File: src/rtl/ppc_pkg.sv
package ppc_pkg;
	// Register byte offsets.
	localparam logic [7:0] ADDR_PORT2    = 8'h00;
	localparam logic [7:0] ADDR_MODE2    = 8'h04;
	localparam logic [7:0] ADDR_ANALOG2  = 8'h08;
	localparam logic [7:0] ADDR_PULLUP2  = 8'h0C;
	localparam logic [7:0] ADDR_PORT3    = 8'h10;
	localparam logic [7:0] ADDR_MODE3    = 8'h14;
	localparam logic [7:0] ADDR_BITOP    = 8'h18;
	localparam logic [7:0] ADDR_IRQ_STAT = 8'h1C;
	localparam logic [7:0] ADDR_IRQ_MASK = 8'h20;
	localparam logic [7:0] ADDR_CFG      = 8'h24;
	// Reset values.
	localparam logic [7:0] MODE_RST    = 8'hFF;
	localparam logic [7:0] LATCH_RST   = 8'h00;
	localparam logic [3:0] ANALOG_RST  = 4'hF;
	localparam logic [1:0] MASK_RST    = 2'h3;
	// Pin positions.
	localparam int PIN_IRQ_A    = 1;
	localparam int PIN_OSC_OUT  = 2;
	localparam int PIN_OSC_IN   = 3;
	localparam int PIN_IRQ_B    = 2;
	localparam int PIN_RST_SHR  = 4;
	// Bit operation word fields.
	localparam int BOP_BIT_LO   = 0;
	localparam int BOP_PORT_BIT = 3;
	localparam int BOP_SET_BIT  = 4;
	localparam logic [1:0] RESP_OKAY   = 2'h0;
	localparam logic [1:0] RESP_SLVERR = 2'h2;
	typedef enum logic [1:0] {
		ST_IDLE = 2'h0,
		ST_RESP = 2'h1
	} ppc_bus_e;
endpackage : ppc_pkg

File: src/rtl/ppc_port_ctrl.sv
// Function
// - Oscillator pins pulled down during reset.
// - Reset pin as port ignores reset.
// - Nonvolatile byte selects reset pin function.
// - Low reset pin before fetch holds reset.
// - Output change on irq pins sets flag.
// - Analog mode bit disables digital port; the port 2 irq edge detector and the port 2 pull-ups are not gated by it.
// - Bit operation is full-port read-modify-write.
// - Input pin latch takes pin level back.
//
// Local design decisions: the AXI4-Lite interface to the registers and the register addresses.
`timescale 1ns/100ps
`default_nettype none
module ppc_port_ctrl (
	input  wire  logic        aclk,
	input  wire  logic        aresetn,
	input  wire  logic [7:0]  awaddr,
	input  wire  logic        awvalid,
	output logic              awready,
	input  wire  logic [31:0] wdata,
	input  wire  logic [3:0]  wstrb,
	input  wire  logic        wvalid,
	output logic              wready,
	output logic [1:0]        bresp,
	output logic              bvalid,
	input  wire  logic        bready,
	input  wire  logic [7:0]  araddr,
	input  wire  logic        arvalid,
	output logic              arready,
	output logic [31:0]       rdata,
	output logic [1:0]        rresp,
	output logic              rvalid,
	input  wire  logic        rready,
	input  wire  logic        cfg_reset_pin_is_port,
	input  wire  logic        cfg_fetch_done,
	input  wire  logic [7:0]  port2_pin_in,
	output logic [7:0]        port2_pin_out,
	output logic [7:0]        port2_pin_oe,
	output logic [7:0]        port2_pulldown,
	output logic [7:0]        port2_pullup,
	output logic [3:0]        analog_mode_select_bits,
	input  wire  logic [7:0]  port3_pin_in,
	output logic [7:0]        port3_pin_out,
	output logic [7:0]        port3_pin_oe,
	output logic              ext_reset_req,
	output logic              irq
);
	// ---------------------------------------------------------------
	// Port state
	// ---------------------------------------------------------------
	logic [7:0] latch2_ff, mode2_ff, pullup2_ff, latch3_ff, mode3_ff;
	logic [3:0] analog_ff;
	logic [1:0] mask_ff;
	logic       port_sel_ff;
	logic [1:0] irq_flag;
	logic [1:0] irq_clr;
	logic [7:0] dig2_in, rmw_src, rmw_val;

	// Write handshake.
	logic        aw_ff, w_ff;
	logic [7:0]  awa_ff;
	logic [31:0] wd_ff;
	logic [3:0]  ws_ff;
	logic        wr_go;
	ppc_pkg::ppc_bus_e wst_ff;

	always_comb begin
		dig2_in = port2_pin_in;
		for (int i = 0; i < 4; i++) begin
			if (analog_ff[i])
				dig2_in[i] = 1'b0;
		end
	end

	assign wr_go = aw_ff && w_ff && (wst_ff == ppc_pkg::ST_IDLE);

	always_comb begin
		if (wd_ff[ppc_pkg::BOP_PORT_BIT])
			rmw_src = (port3_pin_in & mode3_ff) | (latch3_ff & ~mode3_ff);
		else
			rmw_src = (dig2_in & mode2_ff) | (latch2_ff & ~mode2_ff);
		rmw_val = rmw_src;
		rmw_val[wd_ff[ppc_pkg::BOP_BIT_LO +: 3]] = wd_ff[ppc_pkg::BOP_SET_BIT];
	end

	// ---------------------------------------------------------------
	// Write channel
	// ---------------------------------------------------------------
	always_ff @(posedge aclk) begin
		if (!aresetn) begin
			aw_ff  <= 1'b0;
			w_ff   <= 1'b0;
			awa_ff <= 8'h00;
			wd_ff  <= 32'h0000_0000;
			ws_ff  <= 4'h0;
			wst_ff <= ppc_pkg::ST_IDLE;
			bvalid <= 1'b0;
			bresp  <= ppc_pkg::RESP_OKAY;
		end else begin
			if (awvalid && awready) begin
				aw_ff  <= 1'b1;
				awa_ff <= awaddr;
			end
			if (wvalid && wready) begin
				w_ff  <= 1'b1;
				wd_ff <= wdata;
				ws_ff <= wstrb;
			end
			if (wr_go) begin
				aw_ff  <= 1'b0;
				w_ff   <= 1'b0;
				wst_ff <= ppc_pkg::ST_RESP;
				bvalid <= 1'b1;
				bresp  <= (awa_ff > ppc_pkg::ADDR_CFG || awa_ff[1:0] != 2'h0)
					? ppc_pkg::RESP_SLVERR : ppc_pkg::RESP_OKAY;
			end else if (bvalid && bready) begin
				bvalid <= 1'b0;
				wst_ff <= ppc_pkg::ST_IDLE;
			end
		end
	end

	always_ff @(posedge aclk) begin
		if (!aresetn) begin
			awready <= 1'b0;
			wready  <= 1'b0;
		end else begin
			awready <= !aw_ff && !(awvalid && awready) && (wst_ff == ppc_pkg::ST_IDLE);
			wready  <= !w_ff && !(wvalid && wready) && (wst_ff == ppc_pkg::ST_IDLE);
		end
	end

	// ---------------------------------------------------------------
	// Registers
	// ---------------------------------------------------------------
	always_ff @(posedge aclk) begin
		if (!aresetn) begin
			latch2_ff  <= ppc_pkg::LATCH_RST;
			mode2_ff   <= ppc_pkg::MODE_RST;
			pullup2_ff <= ppc_pkg::LATCH_RST;
			latch3_ff  <= ppc_pkg::LATCH_RST;
			mode3_ff   <= ppc_pkg::MODE_RST;
			analog_ff  <= ppc_pkg::ANALOG_RST;
			mask_ff    <= ppc_pkg::MASK_RST;
		end else if (wr_go && ws_ff[0]) begin
			case (awa_ff)
				ppc_pkg::ADDR_PORT2:    latch2_ff  <= wd_ff[7:0];
				ppc_pkg::ADDR_MODE2:    mode2_ff   <= wd_ff[7:0];
				ppc_pkg::ADDR_ANALOG2:  analog_ff  <= wd_ff[3:0];
				ppc_pkg::ADDR_PULLUP2:  pullup2_ff <= wd_ff[7:0];
				ppc_pkg::ADDR_PORT3:    latch3_ff  <= wd_ff[7:0];
				ppc_pkg::ADDR_MODE3:    mode3_ff   <= wd_ff[7:0];
				ppc_pkg::ADDR_BITOP: begin
					if (wd_ff[ppc_pkg::BOP_PORT_BIT])
						latch3_ff <= rmw_val;
					else
						latch2_ff <= rmw_val;
				end
				ppc_pkg::ADDR_IRQ_MASK: mask_ff    <= wd_ff[1:0];
				default: begin
				end
			endcase
		end
	end

	// ---------------------------------------------------------------
	// Reset pin function
	// ---------------------------------------------------------------
	// latched from config byte
	always_ff @(posedge aclk) begin
		if (!aresetn)
			port_sel_ff <= 1'b0;
		else if (cfg_fetch_done)
			port_sel_ff <= cfg_reset_pin_is_port;
	end

	always_ff @(posedge aclk) begin
		if (!aresetn)
			ext_reset_req <= 1'b0;
		else if (!cfg_fetch_done)
			ext_reset_req <= !port3_pin_in[ppc_pkg::PIN_RST_SHR];
		else
			ext_reset_req <= !cfg_reset_pin_is_port && !port3_pin_in[ppc_pkg::PIN_RST_SHR];
	end

	// ---------------------------------------------------------------
	// Pin drive
	// ---------------------------------------------------------------
	always_ff @(posedge aclk) begin
		if (!aresetn) begin
			port2_pin_out  <= 8'h00;
			port2_pin_oe   <= 8'h00;
			port2_pullup   <= 8'h00;
			port2_pulldown <= 8'h00;
			port3_pin_out  <= 8'h00;
			port3_pin_oe   <= 8'h00;
			analog_mode_select_bits <= ppc_pkg::ANALOG_RST;
			port2_pulldown[ppc_pkg::PIN_OSC_OUT] <= 1'b1;
			port2_pulldown[ppc_pkg::PIN_OSC_IN]  <= 1'b1;
		end else begin
			port2_pin_out  <= latch2_ff;
			port2_pin_oe   <= ~mode2_ff & {4'h0, ~analog_ff};
			port2_pullup   <= pullup2_ff & mode2_ff;
			port2_pulldown <= 8'h00;
			port3_pin_out  <= latch3_ff;
			port3_pin_oe   <= ~mode3_ff;
			analog_mode_select_bits <= analog_ff;
		end
	end

	// ---------------------------------------------------------------
	// Interrupts
	// ---------------------------------------------------------------
	assign irq_clr = (wr_go && ws_ff[0] && awa_ff == ppc_pkg::ADDR_IRQ_STAT) ? wd_ff[1:0] : 2'h0;

	ppc_edge_irq #(.N(2)) u_irq (
		.aclk      (aclk),
		.aresetn   (aresetn),
		.pin_level ({port3_pin_in[ppc_pkg::PIN_IRQ_B], port2_pin_in[ppc_pkg::PIN_IRQ_A]}),
		.clr       (irq_clr),
		.flag_ff   (irq_flag)
	);

	always_ff @(posedge aclk) begin
		if (!aresetn)
			irq <= 1'b0;
		else
			irq <= |(irq_flag & ~mask_ff);
	end

	// ---------------------------------------------------------------
	// Read channel
	// ---------------------------------------------------------------
	always_ff @(posedge aclk) begin
		if (!aresetn) begin
			arready <= 1'b0;
			rvalid  <= 1'b0;
			rdata   <= 32'h0000_0000;
			rresp   <= ppc_pkg::RESP_OKAY;
		end else if (rvalid) begin
			if (rready)
				rvalid <= 1'b0;
			arready <= 1'b0;
		end else if (arvalid && arready) begin
			arready <= 1'b0;
			rvalid  <= 1'b1;
			rresp   <= ppc_pkg::RESP_OKAY;
			case (araddr)
				ppc_pkg::ADDR_PORT2:    rdata <= {24'h0, (dig2_in & mode2_ff) | (latch2_ff & ~mode2_ff)};
				ppc_pkg::ADDR_MODE2:    rdata <= {24'h0, mode2_ff};
				ppc_pkg::ADDR_ANALOG2:  rdata <= {28'h0, analog_ff};
				ppc_pkg::ADDR_PULLUP2:  rdata <= {24'h0, pullup2_ff};
				ppc_pkg::ADDR_PORT3:    rdata <= {24'h0, (port3_pin_in & mode3_ff) | (latch3_ff & ~mode3_ff)};
				ppc_pkg::ADDR_MODE3:    rdata <= {24'h0, mode3_ff};
				ppc_pkg::ADDR_BITOP:    rdata <= 32'h0000_0000;
				ppc_pkg::ADDR_IRQ_STAT: rdata <= {30'h0, irq_flag};
				ppc_pkg::ADDR_IRQ_MASK: rdata <= {30'h0, mask_ff};
				ppc_pkg::ADDR_CFG:      rdata <= {30'h0, cfg_fetch_done, port_sel_ff};
				default: begin
					rdata <= 32'h0000_0000;
					rresp <= ppc_pkg::RESP_SLVERR;
				end
			endcase
		end else begin
			arready <= 1'b1;
		end
	end
endmodule : ppc_port_ctrl
`default_nettype wire

File: src/rtl/ppc_edge_irq.sv
`timescale 1ns/100ps
`default_nettype none
module ppc_edge_irq #(
	parameter int N = 2
) (
	input  wire  logic         aclk,
	input  wire  logic         aresetn,
	input  wire  logic [N-1:0] pin_level,
	input  wire  logic [N-1:0] clr,
	output logic       [N-1:0] flag_ff
);
	logic [N-1:0] last_ff;
	// The first cycle after reset only loads the pin level, so no false edge follows reset.
	logic [N-1:0] armed_ff;

	for (genvar i = 0; i < N; i++) begin : g_ch
		always_ff @(posedge aclk) begin
			if (!aresetn) begin
				last_ff[i]  <= 1'b0;
				armed_ff[i] <= 1'b0;
				flag_ff[i]  <= 1'b0;
			end else begin
				last_ff[i]  <= pin_level[i];
				armed_ff[i] <= 1'b1;
				// Set wins over a clear in the same cycle.
				if (armed_ff[i] && last_ff[i] != pin_level[i])
					flag_ff[i] <= 1'b1;
				else if (clr[i])
					flag_ff[i] <= 1'b0;
			end
		end
	end
endmodule : ppc_edge_irq
`default_nettype wire

File: config.mk
export PLATFORM = sky130hd
export DESIGN_NAME = ppc_port_ctrl
export DESIGN_NICKNAME = d
export VERILOG_FILES = /design/src/rtl/ppc_pkg.sv /design/src/rtl/ppc_port_ctrl.sv /design/src/rtl/ppc_edge_irq.sv
export SDC_FILE = /design/constraint.sdc
export NUM_CORES = 1
export LEC_CHECK = 0
export ABC_CLOCK_PERIOD_IN_PS = 3200
export CAP_MARGIN = 15
export CORE_MARGIN = 1.5
export CORE_UTILIZATION = 47
export CTS_CLUSTER_DIAMETER = 80
export DETAILED_ROUTE_END_ITERATION = 8
export DONT_BUFFER_PORTS = 1
export PLACE_DENSITY = 0.58
export SYNTH_ARGS = -nofsm -noshare
export SYNTH_HDL_FRONTEND = slang
export SYNTH_HIERARCHICAL = 1
export SYNTH_SLANG_ARGS = --single-unit
File: constraint.sdc
create_clock -name aclk -period 3.2 [get_ports aclk]
set_clock_uncertainty 0.15 [all_clocks]
set_input_delay 0.32 -clock aclk [delete_from_list [all_inputs] [get_ports aclk]]
set_output_delay 0.32 -clock aclk [all_outputs]
set_load 0.02 [all_outputs]
== Word level (Yosys, flattened, before mapping) ==
Index checks and enable logic that the tools add are counted.
Storage, ports and cells
  register bits: 167
  latch bits: 0
  memory bits (writable): 0
  bits in read-only memories: 0
  input port bits: 77
  output and inout bits: 95
  word-level logic and storage cells: 150
  memories kept: 0
Cells by class
  add/subtract/negate cells: 0
  multipliers: 0
  div/mod/pow operators: 0
  $lt $le $gt $ge: 3
  eq/ne operators: 21
  shifts and indexed selects: 0
  muxes and demuxes: 31
  bitwise logic cells: 15
  reductions and logical operators: 44
Operators by type and width (number)
  $pmux W8 S9: 1
  $eq A8 B5 Y1 const B: 8
  $and A8 B8 Y8: 5
  $eq A8 B4 Y1 const B: 4
  $pmux W8 S2: 2
  $eq A8 B6 Y1 const B: 3
  $mux W8: 3
  $mux W1: 19
  $eq A8 B3 Y1 const B: 2
  $logic_and A1 B1 Y1: 16
  $logic_not A8 Y1: 2
  $not A8 Y8: 2
  $or A8 B8 Y8: 2
  $reduce_and A2 Y1: 6
  $reduce_bool A2 Y1: 6
  $reduce_or A10 Y1: 1
  $and A8 B4 Y8: 1
  $bwmux W8: 1
  $gt A8 B6 Y1 const B: 1
  $logic_not A1 Y1: 6
  $mux W2: 3
  $reduce_and A3 Y1: 2
  $reduce_or A2 Y1: 3
  $lt A3 B4 Y1 const B: 1
  other kinds (11): 14

== Longest topological paths before layout ==
  depth after elaboration: 7
  mapped depth: 7
  gate-level depth less buffers: 5

== Cells and area by module ==
The synthesis kept the hierarchy.
By module, submodules not included
  ppc_port_ctrl: instances 1, cells an instance 620, area an instance 5441.5 um^2, seq. area each 2482.4 um^2
  ppc_edge_irq: instances 1, cells an instance 14, area an instance 160.2 um^2, seq. area each 100.1 um^2

== Worst setup path after synthesis ==
Ideal clock, no wire load.
  path type: flip-flop to flip-flop
  start point: register awa_ff[6]
  end point: register latch3_ff[2]
  library setup time: 0.073 ns
  data arrival time: 1.976 ns
  data required time: 2.977 ns
  setup slack: 1.001 ns
  stages on the path, launching flop included: 7
  buffers on the path: 2
  clock period less this slack: 2.199 ns
  cells stage by stage: dfxtp_1 > or4_4 > or2_1 > buf_6 > a2111oi_4 > buf_6 > mux2i_1
On the way
  longest elaborated chain between the ends: 3
  elaborated cells on any way between the ends: 6
  classes of those cells: eq/ne: 3; mux: 1; reduce/logical: 2
Ends and longest elaborated chain
  start, declared: line ppc_port_ctrl.sv:61  | logic [7:0] awa_ff;
  start signal, assigned: line ppc_port_ctrl.sv:102  | awa_ff <= awaddr;
  $eq A8 B5 Y1: line ppc_port_ctrl.sv:146  | case (awa_ff)
  $ne A2 B2 Y1 (no source line) or $reduce_bool A2 Y1 (tied branches)
  $reduce_and A3 Y1 (no source line)
  end signal, assigned: line ppc_port_ctrl.sv:141  | latch3_ff <= ppc_pkg::LATCH_RST;
  end signal, assigned: line ppc_port_ctrl.sv:151  | ppc_pkg::ADDR_PORT3: latch3_ff <= wd_ff[7:0];
  end signal, assigned: line ppc_port_ctrl.sv:155  | latch3_ff <= rmw_val;
  end, declared: line ppc_port_ctrl.sv:51  | logic [7:0] latch2_ff, mode2_ff, pullup2_ff, latch3_ff, mode3_ff;
Parallel ways exist; a longest one is shown, timed or not.
A chain may end at the register's enable or synchronous reset.

== Worst setup path after layout ==
  start point: register awa_ff[6]
  end point: register latch3_ff[6]
Same word-level chain as after synthesis.

==> metrics <==
# setup viols final=0; I/O pin total=172; LEAKAGE=2.51 nW; total detailed-routing wirelength=14300 µm; antenna diode count=0; post-CTS sizing=0; clock-pin slew on the worst setup and hold paths=60 ps; Met3 Wirelength=994 µm; worst ir drop on vdd=301 µV; mean number of vias per cell=5.54; final layout net count=721; Relative slew margins=0.447; Pins Over Slew Limit=0; class of the tightest hold or removal check=primary input to register; maximum clock frequency=373 MHz; layout overhead on the synthesized area=14.5%; r2r setup slk=520 ps; final-layout worst hold slack=15.1 ps; final critical delay including setup and external delays=2680 ps; failing checks=DRC; hpwl dp=10000 µm; r2r worst-path depth=6; initial antenna violation count=0; remaining global-route overflow=0; Detailed Route Iter0 Violations=246; beginning of the worst register-to-register path=awa_ff[6]; Die Footprint=0.0126 mm²; top flip-flop cell by instance count after synthesis=sky130_fd_sc_hd__dfxtp_1; number of buffers inserted during clock tree synthesis=17; number of endpoints with negative hold slack in the final report=0; slew at the pin closest to its max-slew limit=829 ps; register area share after synthesis=0.461; remaining antenna violation count after routing=0; wire length of the first global-routing pass=22400 µm; number of flops mapped to enable cells by yosys=0; source-to-sink clock delay at the later pin of the worst-skew pair=420 ps; initial core utilization=0.486; Mapped Avg Cell Area=8.84 µm²; Critical Path RT=3400 ps; count leader, synth=sky130_fd_sc_hd__dfxtp_1; critical path startpoint category=register; Hold Path Origin=cfg_reset_pin_is_port; outcome=finished with violations; deepest clock path buffer count=2; share of the clock period used by the worst path after layout=0.838; PwrDens=608 mW/mm²; CTS Hold Bufs=27; number of different library cells in the post-synthesis netlist=57; arrival time reported for the critical path endpoint=2890 ps; final weighted congestion of routability-driven global placement=0.862; async set-reset flop share out of synthesis=0; core outline area=0.0115 mm²; number of standard cells after synthesis=634; Fin Setup TNS=0 ps; Yosys warning total=6; Routed met1 length=6240 µm; count of cells along the worst hold path=2; average routed wire per standard cell=17.9 µm; CTS sink cnt=129; kind of critical path=register to register; number of H-tree levels=4; synthesized flop and latch total=129; number of buffers inserted to repair setup after CTS=0; final core occ=0.557; remaining routing DRC violations=6; die boundary width=112 µm; Chip Height=112 µm; total track usage=0.233; destination of the worst register-to-register timing path=latch3_ff[6]; Row Count=39; Port Buffers=0; Synth top area share=0.461; Synth top cells by count=129 x sky130_fd_sc_hd__dfxtp_1, 81 x sky130_fd_sc_hd__nand2_1, 47 x sky130_fd_sc_hd__o21ai_0, 40 x sky130_fd_sc_hd__a21oi_1, 38 x sky130_fd_sc_hd__buf_4; Critical Path Fanout Max=12; share of post-route cells with drive strength above 1=0.0913; RSZ-0062 raised after global routing=false; TritonCTS clock tree=built; top layer in use=met4; post-synthesis instance area=0.00560 mm²; element type at the critical path end=register; cells taking the most area after synthesis=sky130_fd_sc_hd__dfxtp_1 46%, sky130_fd_sc_hd__mux2i_1 5.9%, sky130_fd_sc_hd__nand2_1 5.4%, sky130_fd_sc_hd__buf_4 5.1%, sky130_fd_sc_hd__o21ai_0 4.2%; wire length on met2=6590 µm; number of iterations in the first detailed-routing pass=9; number of max-cap violations=0; worst-case hold path end point=ext_reset_req; number of global-route vias before repair=4274; detailed-route via count=4430; post-synthesis cell type with the largest combined area=sky130_fd_sc_hd__dfxtp_1; clock root buffer master=sky130_fd_sc_hd__clkbuf_16; pin count of the biggest net entering global routing=84
==> layout make-up <==
cell class                      instances  area [µm²]
Clock buffer                           22         484
Clock inverter                         10         131
Fill cell                            1072        5100
Inverter                               18        67.6
Multi-Input combinational cell        447        2640
Sequential cell                       129        2580
Tap cell                              143         179
Timing Repair Buffer                   31         330
==> worst max-delay path: stages, from the launching register on <==
cell and delay, ps:
sky130_fd_sc_hd__dfxtp_1 310, sky130_fd_sc_hd__or4_4 580, sky130_fd_sc_hd__or2_1 370, sky130_fd_sc_hd__a2111oi_4 770
sky130_fd_sc_hd__buf_4 270, sky130_fd_sc_hd__o21ai_2 60, sky130_fd_sc_hd__a21oi_2 110
==> metrics by stage <==
step / cells / setup slack, ps / power [mW] / area (µm²)
2_1_floorplan: 669 / 1000 / 1.91 / 5730
3_3_place_gp: 741 / 594 / 1.89 / 5510
3_5_place_dp: 741 / 537 / 1.89 / 5510
4_1_cts: 800 / 514 / 3.92 / 6420
5_1_grt: 800 / 366 / 4.03 / 6420
6_report: 800 / 519 / 3.90 / 6420
==> worst max-delay path by stage <==
stage              start            to  depth (start not counted)
3_3_place_gp   awa_ff[6]  latch3_ff[6]                          6
3_5_place_dp   awa_ff[6]  latch3_ff[6]                          6
5_1_grt        awa_ff[6]  latch3_ff[5]                          6
6_report       awa_ff[6]  latch3_ff[6]                          6
2_1_floorplan  awa_ff[6]  latch3_ff[2]                          6
4_1_cts        awa_ff[6]  latch3_ff[5]                          6
==> cells by family (layout without fill, tap and decap cells) <==
logic type      count (synthesis)  in the layout  share of synthesized area
other cells                     1             36                   0.000669
simple gates                  220            220                      0.203
xor+xnor                        2              2                    0.00313
compound gates                147            147                      0.164
buf+inv                        93             81                     0.0909
flops                         129            129                      0.461
mux                            42             42                     0.0771
==> cells in the final DEF (no fill, tap or decap), types with 6 or more instances in the layout <==
cell type and n:
sky130_fd_sc_hd__mux2_2 9, sky130_fd_sc_hd__dlygate4sd3_1 26, sky130_fd_sc_hd__nand2b_1 18, sky130_fd_sc_hd__clkbuf_16 17
sky130_fd_sc_hd__o211ai_1 8, sky130_fd_sc_hd__o21ai_0 47, sky130_fd_sc_hd__dfxtp_1 129, sky130_fd_sc_hd__a21oi_1 40
sky130_fd_sc_hd__a31oi_1 13, sky130_fd_sc_hd__nor2_1 27, sky130_fd_sc_hd__o31ai_1 6, sky130_fd_sc_hd__and3_1 12
sky130_fd_sc_hd__nand3_1 13, sky130_fd_sc_hd__and2_1 17, sky130_fd_sc_hd__nor3_1 17, sky130_fd_sc_hd__inv_1 18
sky130_fd_sc_hd__nand2_1 81, sky130_fd_sc_hd__mux2i_1 33, sky130_fd_sc_hd__conb_1 36, sky130_fd_sc_hd__nand3b_1 9
==> report_power, final <==
group          switching, mW  internal, mW
Combinational          0.142        0.0844
Clock                  0.698          1.30
Sequential            0.0432          1.63
Total                  0.883          3.02
==> per-layer routing <==
layer	track usage	vias to the layer above
li1	-	2161
met1	0.285	2068
met2	0.373	166
met3	0.0707	35
met4	0.118	0
met5	0	-
==> sequential cells by signal (all words and copies together) (netlist names), 4 cells and up <==
signal                   count
port2_pin_out                8
analog_mode_select_bits      4
port3_pin_oe                 8
wd_ff                        8
port2_pullup                 8
rdata                        8
mode3_ff                     8
latch2_ff                    8
awa_ff                       8
analog_ff                    4
mode2_ff                     8
port3_pin_out                8
pullup2_ff                   8
port2_pin_oe                 4
latch3_ff                    8
Note: power is estimated with default switching activity, not from simulation.
